==> src/inc/ulsuf_pkg.sv <==
// Package: constants and types for the line status upper flags block
package ulsuf_pkg;

  // ****************************************
  // Status bit positions
  // ****************************************
  localparam int unsigned BIT_FIFO_ERR  = 7;
  localparam int unsigned BIT_TX_EMPTY  = 6;
  localparam int unsigned BIT_THR_EMPTY = 5;
  localparam int unsigned BIT_BREAK     = 4;
  localparam int unsigned BIT_FRAMING   = 3;

  // ****************************************
  // Reset values and sizes
  // ****************************************
  localparam logic       RST_FIFO_ERR  = 1'h0;
  localparam logic       RST_TX_EMPTY  = 1'h1;
  localparam logic       RST_THR_EMPTY = 1'h1;
  localparam logic       RST_BREAK     = 1'h0;
  localparam logic       RST_FRAMING   = 1'h0;
  localparam int unsigned RX_DEPTH_DEF = 128;
  localparam int unsigned FRAME_W      = 4;

  // ****************************************
  // Types
  // ****************************************
  // Error tags kept with each received character
  typedef struct packed {
    logic parity;
    logic framing;
    logic brk;
  } ulsuf_tag_t;

  // Upper five bits of the line status register, msb first
  typedef struct packed {
    logic fifo_error_summary;
    logic transmitter_all_empty;
    logic tx_holding_empty;
    logic break_flag;
    logic framing_error_flag;
  } ulsuf_status_t;

  typedef enum logic [1:0] {
    BRK_IDLE,
    BRK_COUNT,
    BRK_HELD
  } ulsuf_brk_state_t;

endpackage

==> src/hw/ulsuf_line_status.sv <==
// Module: upper five flags of the UART line status register
`timescale 1ns/1ps
`default_nettype none
// Behaviour
// - Bit 7 is one while any character in the receive FIFO carries a parity, framing or break tag.
// - Bit 7 clears by itself once no remaining character in the receive FIFO carries a tag.
// - Outside FIFO mode bit 6 is one only while holding and shift registers are both empty.
// - In FIFO mode bit 6 is one when the transmit FIFO and the shift register are both empty.
// - Outside FIFO mode bit 5 sets on a move into the shift register and clears on a host write.
// - An interrupt request stands while bit 5 is one and its interrupt enable is set.
// - In FIFO mode bit 5 sets when the transmit FIFO is empty and clears once a byte is written.
// - Bit 4 sets when the receive line has been low for one whole character frame.
// - In FIFO mode each break condition loads one break character, however long it lasts; a full receive FIFO stores no tag but break_load still pulses.
// - Bit 3 sets when a received character lacks a valid stop bit.
// - In FIFO mode bit 3 reports the character at the head of the receive FIFO.
// - After reset bits 7, 4 and 3 read zero.

module ulsuf_line_status #(
  parameter int unsigned RX_DEPTH = ulsuf_pkg::RX_DEPTH_DEF
) (
  // Clock and reset
  input  wire logic                    clk_sys,
  input  wire logic                    nrst,
  // Mode and enables
  input  wire logic                    fifo_mode,
  input  wire logic                    thr_int_en,
  // Transmit side
  input  wire logic                    tx_host_write,
  input  wire logic                    tx_load_shift,
  input  wire logic                    tx_fifo_empty,
  input  wire logic                    tx_shift_empty,
  // Receive side
  input  wire logic                    rx_line,
  input  wire logic                    rx_bit_tick,
  input  wire logic [ulsuf_pkg::FRAME_W-1:0] rx_frame_bits,
  input  wire logic                    rx_char_push,
  input  wire ulsuf_pkg::ulsuf_tag_t   rx_char_tag,
  input  wire logic                    rx_char_pop,
  // Status out
  output var  ulsuf_pkg::ulsuf_status_t line_status,
  output logic                         thr_irq,
  output logic                         break_load
);

  // ****************************************
  // Sizes and checks
  // ****************************************
  localparam int unsigned AW = $clog2(RX_DEPTH);
  localparam int unsigned CW = $clog2(RX_DEPTH + 1);

  // Pointer wrap relies on a power-of-two depth
  if (RX_DEPTH < 2 || (RX_DEPTH & (RX_DEPTH - 1)) != 0) begin : g_depth_chk
    $error("RX_DEPTH must be a power of two, at least 2");
  end

  function automatic logic tag_any(input ulsuf_pkg::ulsuf_tag_t t);
    tag_any = t.parity | t.framing | t.brk;
  endfunction

  // ****************************************
  // Break detector
  // ****************************************
  ulsuf_pkg::ulsuf_brk_state_t  brk_st_q, brk_st_d;
  logic [ulsuf_pkg::FRAME_W-1:0] low_cnt_q, low_cnt_d;
  logic                          brk_fire;

  always_comb begin
    brk_st_d  = brk_st_q;
    low_cnt_d = low_cnt_q;
    brk_fire  = 1'b0;
    case (brk_st_q)
      ulsuf_pkg::BRK_IDLE: begin
        low_cnt_d = '0;
        if (!rx_line) begin
          brk_st_d = ulsuf_pkg::BRK_COUNT;
        end
      end
      ulsuf_pkg::BRK_COUNT: begin
        if (rx_line) begin
          brk_st_d = ulsuf_pkg::BRK_IDLE;
        end else if (rx_bit_tick) begin
          if (low_cnt_q + 1'b1 >= rx_frame_bits) begin
            brk_fire = 1'b1;
            brk_st_d = ulsuf_pkg::BRK_HELD;
          end else begin
            low_cnt_d = low_cnt_q + 1'b1;
          end
        end
      end
      ulsuf_pkg::BRK_HELD: begin
        // Stay here until the line returns high so one long break loads once
        if (rx_line) begin
          brk_st_d = ulsuf_pkg::BRK_IDLE;
        end
      end
      default: begin
        brk_st_d = ulsuf_pkg::BRK_IDLE;
      end
    endcase
  end

  always_ff @(posedge clk_sys or negedge nrst) begin
    if (!nrst) begin
      brk_st_q  <= ulsuf_pkg::BRK_IDLE;
      low_cnt_q <= '0;
    end else begin
      brk_st_q  <= brk_st_d;
      low_cnt_q <= low_cnt_d;
    end
  end

  // ****************************************
  // Receive tag store
  // ****************************************
  ulsuf_pkg::ulsuf_tag_t tag_mem [RX_DEPTH];
  logic [AW-1:0]         wp_q, wp_d, rp_q, rp_d;
  logic [CW-1:0]         cnt_q, cnt_d, err_q, err_d;
  logic                  push, pop, full, empty;
  ulsuf_pkg::ulsuf_tag_t push_tag, head_tag;

  // A break replaces any character offered in the same cycle
  assign push_tag = brk_fire ? ulsuf_pkg::ulsuf_tag_t'{parity: 1'b0, framing: 1'b1, brk: 1'b1}
                             : rx_char_tag;
  assign empty    = (cnt_q == '0);
  assign full     = (cnt_q == CW'(RX_DEPTH));
  assign head_tag = tag_mem[rp_q];
  // Outside FIFO mode the store acts as a single holding slot that is overwritten
  assign push     = (brk_fire || rx_char_push) && (!full || !fifo_mode);
  assign pop      = rx_char_pop && !empty;

  always_comb begin
    wp_d  = wp_q;
    rp_d  = rp_q;
    cnt_d = cnt_q;
    err_d = err_q;
    if (!fifo_mode) begin
      if (push) begin
        wp_d  = rp_q + 1'b1;
        cnt_d = CW'(1);
        err_d = CW'(tag_any(push_tag));
      end else if (pop) begin
        rp_d  = rp_q + 1'b1;
        cnt_d = '0;
        err_d = '0;
      end
    end else begin
      if (push) begin
        wp_d = wp_q + 1'b1;
      end
      if (pop) begin
        rp_d = rp_q + 1'b1;
      end
      cnt_d = cnt_q + CW'(push) - CW'(pop);
      err_d = err_q + CW'(push && tag_any(push_tag))
                    - CW'(pop && tag_any(head_tag));
    end
  end

  always_ff @(posedge clk_sys or negedge nrst) begin
    if (!nrst) begin
      wp_q  <= '0;
      rp_q  <= '0;
      cnt_q <= '0;
      err_q <= '0;
    end else begin
      wp_q  <= wp_d;
      rp_q  <= rp_d;
      cnt_q <= cnt_d;
      err_q <= err_d;
    end
  end

  // Tag memory carries no reset; reads are gated by the occupancy count
  always_ff @(posedge clk_sys) begin
    if (push) begin
      tag_mem[fifo_mode ? wp_q : rp_q] <= push_tag;
    end
  end

  // ****************************************
  // Status flags
  // ****************************************
  ulsuf_pkg::ulsuf_status_t st_q, st_d;
  logic                     irq_q, irq_d, bl_q, bl_d;
  ulsuf_pkg::ulsuf_tag_t    next_head;
  logic                     next_empty;

  // Head after this cycle's push and pop, so the flags track the FIFO without lag
  always_comb begin
    next_empty = (cnt_d == '0);
    if (!fifo_mode && push) begin
      next_head = push_tag;
    end else if (fifo_mode && cnt_q == '0 && push) begin
      next_head = push_tag;
    end else if (fifo_mode && pop && cnt_q > CW'(1)) begin
      next_head = tag_mem[rp_q + 1'b1];
    end else if (fifo_mode && pop && push) begin
      next_head = push_tag;
    end else begin
      next_head = head_tag;
    end
  end

  always_comb begin
    st_d = st_q;
    st_d.fifo_error_summary = (err_d != '0);
    st_d.break_flag         = !next_empty && next_head.brk;
    st_d.framing_error_flag = !next_empty && next_head.framing;
    if (fifo_mode) begin
      st_d.tx_holding_empty      = tx_fifo_empty && !tx_host_write;
      st_d.transmitter_all_empty = tx_fifo_empty && tx_shift_empty
                                   && !tx_host_write;
    end else begin
      // A host write in the same cycle as a shift load leaves the register full
      if (tx_host_write) begin
        st_d.tx_holding_empty = 1'b0;
      end else if (tx_load_shift) begin
        st_d.tx_holding_empty = 1'b1;
      end
      st_d.transmitter_all_empty = st_d.tx_holding_empty && tx_shift_empty
                                   && !tx_load_shift;
    end
    irq_d = st_d.tx_holding_empty && thr_int_en;
    bl_d  = brk_fire && fifo_mode;
  end

  always_ff @(posedge clk_sys or negedge nrst) begin
    if (!nrst) begin
      st_q  <= '{fifo_error_summary:    ulsuf_pkg::RST_FIFO_ERR,
                 transmitter_all_empty: ulsuf_pkg::RST_TX_EMPTY,
                 tx_holding_empty:      ulsuf_pkg::RST_THR_EMPTY,
                 break_flag:            ulsuf_pkg::RST_BREAK,
                 framing_error_flag:    ulsuf_pkg::RST_FRAMING};
      irq_q <= 1'b0;
      bl_q  <= 1'b0;
    end else begin
      st_q  <= st_d;
      irq_q <= irq_d;
      bl_q  <= bl_d;
    end
  end

  assign line_status = st_q;
  assign thr_irq     = irq_q;
  assign break_load  = bl_q;

endmodule
`default_nettype wire

==> config.mk <==
export PLATFORM = sky130hd
export DESIGN_NAME = ulsuf_line_status
export DESIGN_NICKNAME = d
export VERILOG_FILES = /design/src/inc/ulsuf_pkg.sv /design/src/hw/ulsuf_line_status.sv
export SDC_FILE = /design/constraint.sdc
export NUM_CORES = 1
export LEC_CHECK = 0
export ABC_AREA = 1
export BUFFER_PORTS_ARGS = -buffer_cell sky130_fd_sc_hd__buf_2
export CORE_AREA = 2 2 237 239
export DETAILED_ROUTE_END_ITERATION = 10
export DIE_AREA = 0 0 239 241
export SKIP_CTS_REPAIR_TIMING = 1
export SLEW_MARGIN = 20
export SYNTH_ARGS = -nofsm -noshare
export SYNTH_HDL_FRONTEND = slang
export SYNTH_SLANG_ARGS = --single-unit
==> constraint.sdc <==
create_clock -name clk_sys -period 6.9 [get_ports clk_sys]
set_clock_uncertainty 0.2 [all_clocks]
set_input_delay 0.345 -clock clk_sys [delete_from_list [all_inputs] [get_ports clk_sys]]
set_output_delay 0.345 -clock clk_sys [all_outputs]
set_load 0.005 [all_outputs]
# Yosys cells after proc, flatten, opt, wreduce, memory -nomap -nowiden
# Memory sizes are Yosys's and may differ from the RTL's.
# Cells that the tools add are included.
# op_classes
n_addsub,7
order_cmp,2
eq_ne,11
n_mux,38
bitwise,4
reduce_logical,34
# ops
op,n
two-way mux 7 bit,7
two-way mux 8 bit,6
two-way mux 2 bit,10
logical AND 1 bit,19
adder 8 x 1 -> 8 bit,2
zero test 8 bit,2
subtractor 8 x 1 -> 8 bit,2
adder 7 x 1 -> 7 bit (second input constant),2
two-way mux 4 bit,3
!= test 2 bit (second input constant),6
two-way mux 1 bit,9
== test 8 bit (second input constant),1
> comparator 8 x 1 -> 1 bit (second input constant),1
one-hot mux 4 bit (2 select lines),1
AND reduction 4 bit,2
nonzero test 8 bit,1
zero test 1 bit,6
!= test 3 bit (second input constant),2
one-hot mux 2 bit (3 select lines),1
adder 4 x 1 -> 4 bit (second input constant),1
>= comparator 4 bit,1
OR 1 bit,4
two-way mux 3 bit,1
== test 2 x 1 -> 1 bit (second input constant),1
other kinds (4),5
# word_totals
ff_bits,43
ramBits,384
in_bits,19
out_inout_bits,7
wordCells,110
mem_count,1
# mem_list
memory,words,width,read_ports,rd_clocked_by_memory_dff,wr,line,source
tag_mem,128,3,2,0,1,ulsuf_line_status.sv:115,ulsuf_pkg::ulsuf_tag_t tag_mem [RX_DEPTH];

# Logic depth before layout (Yosys ltp)
# depth
word_depth,14
mapped_depth,35
ltp_nobuf,33

# Least setup slack after synthesis
# Ideal clock, no wire load.
# synth_path
path_kind,register -> register
startpoint,register low_cnt_q[0] in the netlist's numbering
endpoint,"register st_q, in the netlist line_status[4]"
setup_ns,0.125
arrival_ns,5.163
setup_slack_ns,1.411
stages_incl_launch_ff,28
n_path_buf,0
path_cell_list,dfrtp_1 -> ha_1 -> ha_1 -> inv_1 -> o21bai_1 -> nand3_1 -> nand3_2 -> nand3_2 -> nand2_1 -> o21ai_1 -> ha_1 -> inv_1 -> ha_1 -> inv_1 -> fa_1 -> inv_1 -> nand2_1 -> nand2_1 -> nand2_1 -> nand2_1 -> nand2_1 -> nand2_1 -> a21oi_1 -> xor2_1 -> a22oi_1 -> nand2_1 -> nor2_1 -> nand3_1
# synth_rtl
item,line,source
start: declaration,ulsuf_line_status.sv:64,"logic [ulsuf_pkg::FRAME_W-1:0] low_cnt_q, low_cnt_d;"
start signal: assignment,ulsuf_line_status.sv:108,low_cnt_q <= low_cnt_d;
end signal: assignment,ulsuf_line_status.sv:229,"st_q <= '{fifo_error_summary: ulsuf_pkg::RST_FIFO_ERR,"
end signal: assignment,ulsuf_line_status.sv:237,st_q <= st_d;
end: declaration,ulsuf_line_status.sv:183,"ulsuf_pkg::ulsuf_status_t st_q, st_d;"

==> results.txt <==
----------------------------------------------------
[Status]
  Status ... finished clean

[Logic synthesis]
  Number of nets produced by synthesis ... ~2400
  Yosys top cell area share ... 52.8%
  Synthesized instance count ... 2381
  Warnings, synthesis ... 0
  Fraction of the yosys area taken by sequential cells ... about 58%
  Post-Synthesis Cell Area ... approximately 22000 um^2
  Number of unique standard cell types used by synthesis ... 47
  Mean cell area of the mapped netlist ... 9.17 um^2
  Asr flop ratio synth ... 10.1%
  Leading cell types by total area after synthesis ... sky130_fd_sc_hd__edfxtp_1 53%, sky130_fd_sc_hd__nand2_1 10%, sky130_fd_sc_hd__nand3_1 9.7%
  Dominant cell by count in the synthesized netlist ... sky130_fd_sc_hd__nand2_1
  Most used standard cells in the synthesized netlist ... 595 x sky130_fd_sc_hd__nand2_1, 424 x sky130_fd_sc_hd__nand3_1, 384 x sky130_fd_sc_hd__edfxtp_1
  Post-synthesis register bit count ... 427
  Yosys top cell by area ... sky130_fd_sc_hd__edfxtp_1
  Commonest register cell after synthesis ... sky130_fd_sc_hd__edfxtp_1
  Number of enable-type register cells in the synthesized netlist ... 384

[Critical path]
  Crit Reg-Reg Endpoint ... line_status[4]$_DFF_PN0_
  Crit. End Element ... flop
  Start of the worst register-to-register path ... rp_q[0]$_DFFE_PN0P_
  CP arrival ... 5.70 ns
  Startpoint Class ... flop
  Worst path depth ... 31
  Cell with the most instances on the worst path ... sky130_fd_sc_hd__nand2_1
  Largest stage delay on the critical path ... around 0.63 ns
  Register-to-Register Setup Slack ... 1.47 ns
  Count of cells along the worst register-to-register path ... 31
  Category of the critical setup timing path ... reg -> reg
  Required time at the endpoint of the critical path ... between 7 and 8 ns
  Worst setup path end ... line_status[4]$_DFF_PN0_
  Largest delay contributor family on the critical path ... simple AND/OR/NAND/NOR gates
  Critical Path Fanout Max ... about 130
  Buf+Inv Stages, Crit Path ... 6
  CP Launch Point ... rp_q[0]$_DFFE_PN0P_
  Worst path slowest cell ... sky130_fd_sc_hd__dfrtp_4

[Die]
  Top-Level Pins ... 26
  Effective utilization at floorplan ... 39.8%
  Vertical die dimension ... roughly 240 um
  Floorplan row count ... 86
  Total Die Area ... around 58000 um^2
  Area of the core region ... 54900 um^2
  Horizontal die dimension ... 239 um

[Clock network]
  Sink Count ... 427
  Count of H-tree levels built during CTS ... 2
  Worst-path clk slew ... 0.07 ns
  Clock root buffer ... sky130_fd_sc_hd__clkbuf_16
  Latest clock arrival within the worst-skew pair ... 0.60 ns
  Clock tree from TritonCTS ... built
  Number of buffers created by CTS ... 47
  CTS max path bufs ... 3

[STA]
  RSZ-0062 raised after global routing ... false
  Total setup violations reported at the end of the flow ... 0
  Pin slew with the least headroom to its limit ... 1.20 ns
  Setup TNS ... 0 ns
  Fin. Hold Viols ... 0
  Final critical path time including I/O delays and setup ... roughly 5.4 ns
  Timing-limited maximum frequency ... ~0.18 GHz
  Worst-case setup margin in the final layout ... 1.47 ns
  Slew HR ... between 10% and 20%
  Final max-slew violation count ... 0
  Period Utilization, post-route ... about four fifths

[Cells and area]
  Layout cells sized above 1 ... approximately 7.3%
  Filler Cells Inserted ... roughly 5300
  Number of inserted diodes ... 0
  Final Instance Area ... 23800 um^2
  Net count of the finished layout ... 2389
  Area Growth Syn to Fin ... 9.13%

[Route]
  Post-route met1 wirelength ... 26900 um
  Number of search-and-repair iterations in the first detailed-routing pass ... 6
  Number of design-rule violations left by the first detailed-router iteration ... 2095
  Highest routed metal layer ... met4
  DR WL met2 ... 29600 um
  Via count normalized by instance count ... 5.65
  Remaining antenna violation count after routing ... 0
  WL met3 ... 5660 um
  Routed wire per std cell ... 21.0 um
  Vias post-DR ... 17400
  Total wirelength of the detailed-routed design ... ~65000 um
  Post-detailed-route DRC marker count ... 0

[Global route]
  Overall track demand over capacity in global routing ... 22.5%
  Gr ovfl total ... 0
  Number of antenna violations at the first check in global routing ... 0
  Vias in the first global route ... 16600
  Maximum number of pins on one net before global-route repair ... 144
  Global-route wire length before repair ... slightly below 100000 um

[Placement]
  Count of buffers inserted at the top-level ports ... 25
  Final weighted congestion in routability-driven placement ... 0.894
  Final HPWL from detailed placement ... 37900 um
  Pre-CTS WS ... approximately 1.6 ns
  Placement Cell Area ... around 22000 um^2

[Run]
  Number of maximum-capacitance violations ... 0

[Min path]
  Instance count along the most critical hold path ... 4
  Type of the worst min-delay path ... in -> reg

[Power]
  Power per Cell Area ... 446 nW/um^2
  Highest ir drop seen on vdd ... 0.000274 V
  Pleak ... 0.00894 uW

----------------------------------------------------
-- layout by cell type, fill, tap and decap left out, types with 26 or more instances in the layout --
master                      instances
sky130_fd_sc_hd__a21oi_1           51
sky130_fd_sc_hd__clkbuf_16         47
sky130_fd_sc_hd__dfrtp_1           39
sky130_fd_sc_hd__edfxtp_1         384
sky130_fd_sc_hd__ha_1              26
sky130_fd_sc_hd__inv_1            106
sky130_fd_sc_hd__nand2_1          593
sky130_fd_sc_hd__nand3_1          424
sky130_fd_sc_hd__nor2_1           330
sky130_fd_sc_hd__o211ai_1          34
sky130_fd_sc_hd__o21ai_0          117
-- how the worst min path moves through the flow --
stage / startpoint / endpoint
final: rx_char_pop / err_q[0]$_DFF_PN0_
after global placement: brk_st_q[0]$_DFFE_PN0P_ / brk_st_q[0]$_DFFE_PN0P_
after floorplan: nrst / break_load$_DFF_PN0_
after global routing: rx_char_pop / err_q[0]$_DFF_PN0_
after detailed placement: brk_st_q[0]$_DFFE_PN0P_ / brk_st_q[0]$_DFFE_PN0P_
after CTS: tx_load_shift / line_status[3]$_DFF_PN1_
-- cell families after synthesis --
group | synth area share [%]
and+or+nand+nor | 26.9
DFF | 57.7
buffers and inverters | 6.29
AOI/OAI and AO/OA | 6.84
adders and majority gates | 1.73
xor gates and xnor gates | 0.476
-- layout make-up --
class	count	area (um^2)	area share (%)
clock inverters	33	312	1.31
flip-flops and latches	427	12600	52.9
clock buffers	55	1210	5.06
inverters	123	478	2.01
well taps	704	881	3.70
multi-input cells	1686	7890	33.1
repair buffers	56	448	1.88
-- worst min-delay path, cell delays in order --
cell	delay, ns
sky130_fd_sc_hd__buf_2	0.09
sky130_fd_sc_hd__nand2_1	0.14
sky130_fd_sc_hd__nand3_1	0.13
sky130_fd_sc_hd__a31oi_1	0.10
-- report_power, final --
group	switching, uW	total (uW)	internal [uW]	leakage (uW)
Clock	1090	2530	1440	0.000725
Combinational	3620	5020	1400	0.00423
Sequential	125	3090	2960	0.00399
-- stage by stage --
stage	total power [uW]	cells	utilization [%]	hold slack [ns]
floorplan	6660	2381	-	-0.151
global placement	7980	2986	40.5	0.265
detailed placement	8040	2986	40.5	0.280
CTS	10600	3074	43.2	-0.330
global route	11300	3084	43.4	0.0726
finish	10600	3084	43.4	0.0522
-- flip-flops by register name, summed over array words and instances, names as in the netlist --
signal	flops
line_status	5
thr_irq	1
wp_q	7
rp_q	7
tag_mem	384
cnt_q	8
low_cnt_q	4
err_q	8
brk_st_q	2
break_load	1
-- metal layers --
metal | GRT usage [%] | vias to the layer above
li1 | - | 8087
met1 | 30.5 | 8373
met2 | 36.4 | 825
met3 | 3.55 | 147
met4 | 8.60 | 0
met5 | 0 | -
Note: power is estimated with default switching activity, not from simulation.
